$ cat src/verilog/pfm_consts.svh
`ifndef PFM_CONSTS_SVH
`define PFM_CONSTS_SVH
`define PFM_NPORTS 11
`define PFM_DAT_BASE 5'h00
`define PFM_DIR_BASE 5'h10
`define PFM_CTRL_ADDR 5'h1e
`define PFM_STAT_ADDR 5'h1f
`define PFM_CTRL_RST 8'h00
`define PFM_LAT_RST 8'h00
`define PFM_DIR_RST 8'h00
`define PFM_C_MEMX 0
`define PFM_C_P42IO 1
`define PFM_C_SUBOUT 2
`define PFM_C_SUBOSC 3
`define PFM_ADDR_B_BITS 20
`endif

$ cat src/verilog/pfm_pkg.sv
package pfm_pkg;
    typedef enum logic [1:0] {PFM_SINGLE, PFM_MEMEXP, PFM_MICRO} pfm_mode_e;
    typedef logic [10:0][7:0] pfm_pins_t;
    typedef struct packed {
        logic [23:0] addr;
        logic [15:0] wdata;
        logic addr_phase;
        logic rd;
        logic wr_lo;
        logic wr_hi;
        logic upper_byte_enable;
        logic ale;
        logic [4:0] chip_select_outputs;
        logic sample_strobe_out;
        logic bus_release_ack;
        logic active;
        logic phi1;
    } pfm_bus_s;
    typedef struct packed {
        pfm_pins_t oe;
        pfm_pins_t out;
    } pfm_alt_s;
endpackage

$ cat src/verilog/pfm_sync.sv
module pfm_sync import pfm_pkg::*; #(
    parameter int W = 1
) (
    input wire logic clk,
    input wire logic rst_n,
    input wire logic [W-1:0] d,
    output logic [W-1:0] q
);
    logic [W-1:0] meta_q;

    always_ff @(posedge clk or negedge rst_n) begin
        if (!rst_n) begin
            meta_q <= '0;
            q <= '0;
        end else begin
            meta_q <= d;
            q <= meta_q;
        end
    end
endmodule

$ cat src/verilog/pfm_mux.sv
// Decided for this implementation: the register offsets and the plain strobed port.
`include "pfm_consts.svh"
module pfm_mux import pfm_pkg::*; (
    // Clock and reset
    input wire logic clk,
    input wire logic reset_n,
    // Mode pins
    input wire logic processor_mode_pin,
    input wire logic bus_width_select,
    input wire logic bus_method_select,
    // Register port
    input wire logic [4:0] reg_addr,
    input wire logic [7:0] reg_wdata,
    input wire logic reg_wr,
    input wire logic reg_rd,
    output logic [7:0] reg_rdata,
    // Internal bus side
    input wire pfm_bus_s bus_i,
    output logic [15:0] bus_rdata,
    output logic hold_request,
    output logic ready_in,
    output pfm_mode_e mode_o,
    // Peripheral side
    input wire pfm_alt_s alt_i,
    input wire logic subclock_in,
    input wire logic subclock_osc_output,
    output logic subclock_osc_input,
    output pfm_pins_t periph_pin_o,
    // Pins
    input wire pfm_pins_t pin_in,
    output pfm_pins_t pin_out,
    output pfm_pins_t pin_oe,
    output logic enable_out_n
);
    // ----------------------------------------------------------------
    // Reset release and input synchronisers
    // ----------------------------------------------------------------
    logic [1:0] rst_q;
    logic rst_n_s;
    pfm_pins_t pin_s;
    logic cnv_s;
    logic byte_s;
    logic bus_method_select_s;

    always_ff @(posedge clk or negedge reset_n) begin
        if (!reset_n) begin
            rst_q <= 2'h0;
        end else begin
            rst_q <= {rst_q[0], 1'b1};
        end
    end
    assign rst_n_s = rst_q[1];

    pfm_sync #(.W(91)) u_sync (
        .clk(clk),
        .rst_n(rst_n_s),
        .d({pin_in, processor_mode_pin, bus_width_select, bus_method_select}),
        .q({pin_s, cnv_s, byte_s, bus_method_select_s})
    );

    // ----------------------------------------------------------------
    // Mode decode
    // ----------------------------------------------------------------
    logic [7:0] ctrl_q;
    logic p9_drv_q;
    pfm_mode_e mode;
    logic ext;
    logic bus_a;
    logic wide;
    logic wr_any;
    logic [23:0] ext_addr;

    assign mode = cnv_s ? PFM_MICRO :
        (ctrl_q[`PFM_C_MEMX] ? PFM_MEMEXP : PFM_SINGLE);
    assign ext = (mode != PFM_SINGLE);
    assign bus_a = bus_method_select_s;
    assign wide = !byte_s;
    assign wr_any = bus_i.wr_lo | bus_i.wr_hi;
    // Bus B reaches only 1 Mbyte, so the top address bits never leave the chip.
    assign ext_addr = bus_a ? bus_i.addr :
        {{(24 - `PFM_ADDR_B_BITS){1'b0}}, bus_i.addr[`PFM_ADDR_B_BITS-1:0]};

    // ----------------------------------------------------------------
    // External bus pin functions, ports 0 to 4
    // ----------------------------------------------------------------
    pfm_pins_t ext_out;
    pfm_pins_t ext_oe;
    pfm_pins_t ext_mask;
    logic p42_io;

    assign ext_out[0] = bus_a ? ext_addr[7:0] :
        {ext_addr[17:16], ~bus_i.sample_strobe_out, ~bus_i.chip_select_outputs};
    assign ext_oe[0] = 8'hff;
    assign ext_out[1] = (wide && !bus_i.addr_phase) ?
        bus_i.wdata[15:8] : ext_addr[15:8];
    assign ext_oe[1] = (!wide || bus_i.addr_phase || wr_any) ? 8'hff : 8'h00;
    assign ext_out[2] = !bus_i.addr_phase ? bus_i.wdata[7:0] :
        (bus_a ? ext_addr[23:16] : ext_addr[7:0]);
    assign ext_oe[2] = (bus_i.addr_phase || wr_any) ? 8'hff : 8'h00;
    assign ext_out[3] = bus_a ?
        {4'h0, bus_i.bus_release_ack, bus_i.ale, ~bus_i.upper_byte_enable, ~wr_any} :
        {4'h0, bus_i.bus_release_ack, bus_i.ale, ~bus_i.wr_hi, ~bus_i.wr_lo};
    assign ext_oe[3] = 8'h0f;
    // Hold and ready are inputs; only the clock bit drives.
    assign ext_out[4] = {5'h00, bus_i.phi1, 2'h0};
    assign ext_oe[4] = 8'h04;
    assign p42_io = (mode == PFM_MEMEXP) && ctrl_q[`PFM_C_P42IO];
    assign ext_mask[0] = 8'hff;
    assign ext_mask[1] = 8'hff;
    assign ext_mask[2] = 8'hff;
    assign ext_mask[3] = 8'h0f;
    assign ext_mask[4] = p42_io ? 8'h03 : 8'h07;
    assign ext_out[10:5] = '0;
    assign ext_oe[10:5] = '0;
    assign ext_mask[10:5] = '0;

    // ----------------------------------------------------------------
    // Subclock pins
    // ----------------------------------------------------------------
    pfm_pins_t sp_out;
    pfm_pins_t sp_oe;
    pfm_pins_t sp_hiz;
    logic sub_out;
    logic sub_osc;

    assign sub_out = ctrl_q[`PFM_C_SUBOUT];
    assign sub_osc = ctrl_q[`PFM_C_SUBOSC];
    always_comb begin
        sp_out = '0;
        sp_oe = '0;
        sp_hiz = '0;
        sp_out[6][7] = subclock_in;
        sp_oe[6][7] = sub_out;
        sp_out[7][6] = subclock_osc_output;
        sp_oe[7][6] = sub_osc;
        // While the subclock oscillator is on, the oscillator input is never driven,
        // whatever its direction bit says, so the port cannot load the resonator.
        sp_hiz[7][7] = sub_osc;
    end
    assign subclock_osc_input = pin_s[7][7];

    // ----------------------------------------------------------------
    // Per-port registers and pin selection
    // ----------------------------------------------------------------
    pfm_pins_t lat_q;
    pfm_pins_t dir_q;
    pfm_pins_t nx_out;
    pfm_pins_t nx_oe;
    pfm_pins_t rd_val;
    pfm_pins_t pin_out_q;
    pfm_pins_t pin_oe_q;

    genvar p;
    genvar b;
    generate
        for (p = 0; p < `PFM_NPORTS; p++) begin : g_port
            logic wr_lat;
            logic wr_dir;
            logic [7:0] base_oe;
            logic [7:0] dir_mask;
            assign wr_lat = reg_wr && (reg_addr == (`PFM_DAT_BASE + 5'(p)));
            assign wr_dir = reg_wr && (reg_addr == (`PFM_DIR_BASE + 5'(p)));
            // Port 3 has four pins, port 9 has no direction register.
            assign dir_mask = (p == 3) ? 8'h0f : ((p == 9) ? 8'h00 : 8'hff);
            always_ff @(posedge clk or negedge rst_n_s) begin
                if (!rst_n_s) begin
                    lat_q[p] <= `PFM_LAT_RST;
                    dir_q[p] <= `PFM_DIR_RST;
                end else begin
                    if (wr_lat) begin
                        lat_q[p] <= reg_wdata;
                    end
                    if (wr_dir) begin
                        dir_q[p] <= reg_wdata & dir_mask;
                    end
                end
            end
            assign base_oe = (p == 9) ? {8{p9_drv_q}} : dir_q[p];
            for (b = 0; b < 8; b++) begin : g_bit
                logic use_ext;
                logic use_alt;
                assign use_ext = ext && ext_mask[p][b];
                assign use_alt = alt_i.oe[p][b];
                assign nx_out[p][b] = use_ext ? ext_out[p][b] :
                    (sp_oe[p][b] ? sp_out[p][b] :
                    (use_alt ? alt_i.out[p][b] : lat_q[p][b]));
                assign nx_oe[p][b] = use_ext ? ext_oe[p][b] :
                    (!sp_hiz[p][b] &&
                    (sp_oe[p][b] | use_alt | base_oe[b]));
            end
            assign rd_val[p] = (base_oe & lat_q[p]) | (~base_oe & pin_s[p]);
        end
    endgenerate

    always_ff @(posedge clk or negedge rst_n_s) begin
        if (!rst_n_s) begin
            pin_out_q <= '0;
            pin_oe_q <= '0;
        end else begin
            pin_out_q <= nx_out;
            pin_oe_q <= nx_oe;
        end
    end
    assign pin_out = pin_out_q;
    assign pin_oe = pin_oe_q;
    assign periph_pin_o = pin_s;

    // ----------------------------------------------------------------
    // Control register and port 9 drive flag
    // ----------------------------------------------------------------
    logic wr_ctrl;
    logic wr_p9;

    assign wr_ctrl = reg_wr && (reg_addr == `PFM_CTRL_ADDR);
    assign wr_p9 = reg_wr && (reg_addr == (`PFM_DAT_BASE + 5'h09));
    always_ff @(posedge clk or negedge rst_n_s) begin
        if (!rst_n_s) begin
            ctrl_q <= `PFM_CTRL_RST;
            p9_drv_q <= 1'b0;
        end else begin
            if (wr_ctrl) begin
                ctrl_q <= {4'h0, reg_wdata[3:0]};
            end
            if (wr_p9) begin
                p9_drv_q <= 1'b1;
            end
        end
    end

    // ----------------------------------------------------------------
    // Register read port
    // ----------------------------------------------------------------
    logic [3:0] idx;
    logic idx_ok;
    logic hit_dat;
    logic hit_dir;
    logic [7:0] rd_d;
    logic [7:0] rdata_q;

    assign idx = reg_addr[3:0];
    assign idx_ok = (idx < 4'(`PFM_NPORTS));
    assign hit_dat = idx_ok && (reg_addr[4] == `PFM_DAT_BASE >> 4);
    assign hit_dir = idx_ok && (reg_addr[4] == `PFM_DIR_BASE >> 4);
    // Unmapped addresses read as zero.
    assign rd_d = !reg_rd ? 8'h00 :
        hit_dat ? rd_val[idx] :
        hit_dir ? dir_q[idx] :
        (reg_addr == `PFM_CTRL_ADDR) ? ctrl_q :
        (reg_addr == `PFM_STAT_ADDR) ? {3'h0, mode, cnv_s, byte_s, bus_method_select_s} :
        8'h00;
    always_ff @(posedge clk or negedge rst_n_s) begin
        if (!rst_n_s) begin
            rdata_q <= 8'h00;
        end else begin
            rdata_q <= rd_d;
        end
    end
    assign reg_rdata = rdata_q;

    // ----------------------------------------------------------------
    // Bus-side outputs
    // ----------------------------------------------------------------
    logic en_d;

    // In bus B the enable pin carries the read strobe instead.
    assign en_d = (ext && !bus_a) ? !bus_i.rd : !bus_i.active;
    always_ff @(posedge clk or negedge rst_n_s) begin
        if (!rst_n_s) begin
            enable_out_n <= 1'b1;
            hold_request <= 1'b0;
            ready_in <= 1'b1;
            bus_rdata <= 16'h0000;
            mode_o <= PFM_SINGLE;
        end else begin
            enable_out_n <= en_d;
            hold_request <= ext && pin_s[4][0];
            ready_in <= !ext || pin_s[4][1];
            bus_rdata <= {wide ? pin_s[1] : 8'h00, pin_s[2]};
            mode_o <= mode;
        end
    end
endmodule

$ cat config.mk
export PLATFORM = sky130hd
export DESIGN_NAME = pfm_mux
export DESIGN_NICKNAME = d
export VERILOG_FILES = /design/src/verilog/pfm_pkg.sv /design/src/verilog/pfm_sync.sv /design/src/verilog/pfm_mux.sv
export VERILOG_INCLUDE_DIRS = /design/src /design/src/verilog
export SDC_FILE = /design/constraint.sdc
export NUM_CORES = 1
export LEC_CHECK = 0
export ABC_AREA = 1
export BUFFER_PORTS_ARGS = -buffer_cell sky130_fd_sc_hd__buf_2
export CAP_MARGIN = 10
export CORE_AREA = 2 2 244 246
export DETAILED_ROUTE_END_ITERATION = 12
export DIE_AREA = 0 0 246 248
export SYNTH_ARGS = -nofsm -noshare
export SYNTH_HDL_FRONTEND = slang
export SYNTH_SLANG_ARGS = --single-unit
$ cat constraint.sdc
create_clock -name clk -period 22.8 [get_ports clk]
set_clock_uncertainty 0.1 [all_clocks]
set_input_delay 1.14 -clock clk [delete_from_list [all_inputs] [get_ports clk]]
set_output_delay 1.14 -clock clk [all_outputs]
set_load 0.05 [all_outputs]
After elaboration in Yosys (flattened, before gate mapping)
Index checks and enable logic that the tools add are counted.
- order comparisons: 2
- equal/unequal tests: 23
- mux-type cells: 184
- bitwise logic cells: 138
- reduce and logical (&&, ||, !) cells: 50
- operators with widths (cell ; count):
    bitwise AND 8 bit ; 21
    two-way mux 1 bit ; 164
    two-way mux 8 bit ; 13
    bitwise OR 8 bit ; 11
    bitwise OR 1 bit ; 87
    NOT 8 bit ; 10
    binary-select mux 8 bit (select 4 bit) ; 2
    == test 5 bit (second input constant) ; 12
    logical AND 1 bit ; 32
    two-way mux 24 bit ; 1
    == test 5 x 3 -> 1 bit (second input constant) ; 4
    == test 5 x 4 -> 1 bit (second input constant) ; 3
    == test 5 x 2 -> 1 bit (second input constant) ; 2
    bitwise AND 4 x 8 -> 8 bit ; 1
    NOT 4 -> 8 bit ; 1
    zero test 1 bit ; 7
    NOT 1 bit ; 6
    == test 5 x 1 -> 1 bit (second input constant) ; 1
    logical AND 1 bit (second input constant) ; 5
    zero test 5 bit ; 1
    < comparator 4 x 5 -> 1 bit (second input constant) ; 1
    two-way mux 5 bit ; 1
    NOT 5 bit ; 1
    logical OR 1 bit ; 4
    5 further kinds ; 6
- bits in registers: 558
- input port bits: 341

Depth between registers and ports, before layout
- depth after elaboration: 7
- depth in mapped cells: 11
- gate-level depth less buffers: 11

Modules after synthesis
Synthesis repeated with hierarchy kept, for this count alone.
- cells, all modules: 2090
- area total of the unflattened synthesis: 20724.9 um^2
- by module, submodules not included (module ; instances ; cells an instance ; area an instance (um^2)):
    pfm_mux ; 1 ; 1908 ; 16170.5
    pfm_sync ; 1 ; 182 ; 4554.4

Worst setup path before layout
No wires, ideal clock.
- path type: input to register
- start: in bus_i[14] (netlist bit)
- end: reg pin_oe_q, in the netlist pin_oe[10]
- data arrival time: 2.117 ns
- data required time: 22.561 ns
- path slack: 20.444 ns
- stages on the path: 5
- path buffers: 1
- cells stage by stage: clkbuf_1 > nor2_2 > inv_1 > o21ai_1 > nand2_1
- RTL lines (element ; RTL line ; text):
    from (decl) ; pfm_mux.sv:18 ; input wire pfm_bus_s bus_i,
    to (signal assigned) ; pfm_mux.sv:201 ; pin_oe_q <= nx_oe;
    to (decl) ; pfm_mux.sv:151 ; pfm_pins_t pin_oe_q;

==> qor.csv <==
stage,metric,value,unit
outcome,status,"complete, no violations",
routing,drcViolationCount,0,
global_routing,gr-total-overflow,0,
global_routing,track_usage,0.248,
setup_path,criticalPathCategory,reg -> reg,
routing,drt_iter0_drc,1439,
synthesis,synth_nets,2433,
routing,num_vias,17400,
setup_path,reg2reg_from,u_sync.q[2],
setup_path,end_kind,flip-flop,
routing,routedWlPerCell,21.8,um
clock_tree,cts.path.max_buffers,3,
routing,first_pass_iters,5,
clock_tree,cts_buffers,59,
floorplan,die_area,61000,um2
placed_design,port_buffers,634,
setup_path,arrival,3.58,ns
final_layout,drive_above_1_share,0.290,
sta,max_freq,310,MHz
sta,worstMarginPinSlew,1.20,ns
setup_path,rr_worst_depth,5,
clock_tree,post_cts_buffers,0,
pwr,swShare,0.324,
clock_tree,holdBufCountCts,0,
floorplan,dieWidth,246,um
floorplan,ios,635,
synthesis,ys_seq_area_frac,0.673,
final_layout,final_nets,3063,
synthesis,yosysMostFrequentCell,nand2_1,
synthesis,synth_edf_count,0,
sta,fin_crit,3.22,ns
global_routing,antenna_found_initial,13,
placed_design,dpl_worst_slack,19.26,ns
floorplan,die_h,248,um
setup_path,start_kind,flip-flop,
setup_path,crit_slowest_cell,clkinv_1,
setup_path,worst_r2r_endpoint,pin_oe[12],
sta,slew_headroom,0.198,
flow_run,max_cap_violations,0,
setup_path,critPathBufInv,2,
synthesis,synth_largest_area_cell,dfrtp_1,
final_layout,area_growth,28.4,%
setup_path,crit_required,23.15,ns
synthesis,yosys_register_bits,558,
routing,antenna_left,0,
synthesis,syn_area_per_cell,9.93,um2
pwr,p_clk_frac,0.361,
setup_path,critical_path.top_delay_family,buffers and inverters,
pwr,p_per_area,99.0,nW/um2
pwr,switchingPower,0.000854,W
sta,rsz0062_at_grt,false,
synthesis,syn_area,20800,um2
global_routing,grt_pass1_wl,110,mm
synthesis,synthCells,2092,
setup_path,r2r_setup_slack,19.58,ns
setup_path,critical_path.cell_chain,nor2_4 > buf_4 > clkinv_1 > o21ai_1 > nand2_1,
synthesis,synth.top_cell.area_share,0.670,
hold_path,hp-class,in -> async,
pwr,comb_power_share,0.188,
clock_tree,cts_tree,built,
clock_tree,post_cts_resized,0,
sta,fin_ws,19.58,ns
synthesis,ys_types,31,
synthesis,ys.warnings.count,0,
clock_tree,cts.sinks,558,
synthesis,synth_ff_type,dfrtp_1,
routing,wl,77.4,mm
sta,period_share,0.141,
final_layout,design_area,26700,um2
floorplan,rows,89,
placed_design,place.gp.congestion,0.907,
setup_path,slowest_delay,1.02,ns
synthesis,yosys-top-cells-area,"dfrtp_1 (67%), nand2_1 (11%), o21ai_0 (6.8%)",
pwr,ir_drop,0.0540,mV
pwr,p_leak,13.5,nW
placed_design,dpl.hpwl,58.9,mm
pwr,seq_power_share,0.450,
sta,drv_slew,0,
routing,vias_per_cell,4.91,
sta,setup_viol,0,
clock_tree,clk_pin_slew,0.06,ns
synthesis,synthArstFlopShare,1.00,
sta,hold_viol,0,
pwr,p_int,0.00179,W
synthesis,synth.top_cells.by_count,"nand2_1 (598), dfrtp_1 (556), o21ai_0 (283), inv_1 (196), nand3_1 (103)",
floorplan,initial_core_util,0.355,
global_routing,grt_max_degree,161,
placed_design,dpl-instance-area,24700,um2
clock_tree,htree_levels,2,
setup_path,worst-path-max-fanout,59,
clock_tree,clock_latency,0.61,ns
clock_tree,cts_root_buf,clkbuf_16,
global_routing,grt_pass1_vias,17400,
sta,fin_setup_tns,0,ns
floorplan,core_area,58500,um2
-- through the flow --
stage	cells	power (W)	util	hold slack, ns
finish	3547	0.00264	0.456	0.198
CTS	3541	0.00267	0.456	0.163
global placement	3434	0.00170	0.422	0.232
detailed placement	3434	0.00170	0.422	0.235
floorplan	2092	0.00150	-	0.231
global route	3544	0.00275	0.456	0.172
-- kinds of logic after synthesis --
group                  share of synthesized area
AO/OA/AOI/OAI                              0.103
buffers and inverters                     0.0526
AND/OR/NAND/NOR                            0.166
flip-flops                                 0.673
multiplexers                             0.00506
other                                   0.000181
-- per-layer routing --
layer  routed length [um]  track usage  vias to the layer above
met3                 6050       0.0544                      163
met4                 3080        0.102                       12
met5                   83            0                        -
li1                     -            -                     7964
met1                30300        0.311                     8544
met2                37900        0.416                      747
-- registers in the layout, indices dropped and copies added (netlist names) --
signal / count
pin_out: 88
mode_o: 2
ctrl_q: 4
rst_q: 2
u_sync.q: 91
reg_rdata: 8
pin_oe: 88
enable_out_n: 1
ready_in: 1
bus_rdata: 16
hold_request: 1
u_sync.meta_q: 91
g_port.base_oe: 76
p9_drv_q: 1
lat_q: 88
-- cells in the final DEF (no fill, tap or decap), drive strengths merged --
cell,n
diode,6
dfrtp,556
nand3b,1
conb,1
a21oi,63
bufinv,3
o22ai,17
nand2,601
mux2i,6
or2,38
clkbuf,87
nand3,103
o21ai,292
clkinvlp,4
mux2,4
buf,647
nor2,83
nand4,10
dfstp,2
clkinv,13
inv,200
nor3,3
o211ai,33
a31oi,1
-- area by class of cell --
cell class                 count  area [um2]
inverter                     200         751
timing repair buffer         647        3280
antenna                        6        15.0
clock inverter                20         196
multi-input combinational   1256        5730
fill                        5669       31800
sequential                   558       14000
tap                          773         967
clock buffer                  87        1740
-- power groups by stage --
| stage | Clock, W | Sequential (W) | Combinational, W |
|---|---|---|---|
| after detailed placement | 0 | 0.00121 | 0.000499 |
| after floorplan | 0 | 0.00136 | 0.000148 |
| after CTS | 0.000976 | 0.00119 | 0.000500 |
| after global routing | 0.00102 | 0.00120 | 0.000538 |
| after global placement | 0 | 0.00120 | 0.000493 |
| final | 0.000954 | 0.00119 | 0.000497 |
-- how the worst max path moves through the flow --
stage	from	to	slack, ns	cells after the start
CTS	u_sync.q[2]	pin_oe[8]	19.52	5
global placement	reg_addr[0]	reg_rdata[4]	19.27	8
detailed placement	reg_addr[0]	lat_q[78]	19.26	5
floorplan	rst_q[1]	bus_rdata[0]	6.00	0
finish	u_sync.q[2]	pin_oe[12]	19.58	5
global route	u_sync.q[2]	pin_oe[12]	19.32	5
(Power assumes the default switching activity.)
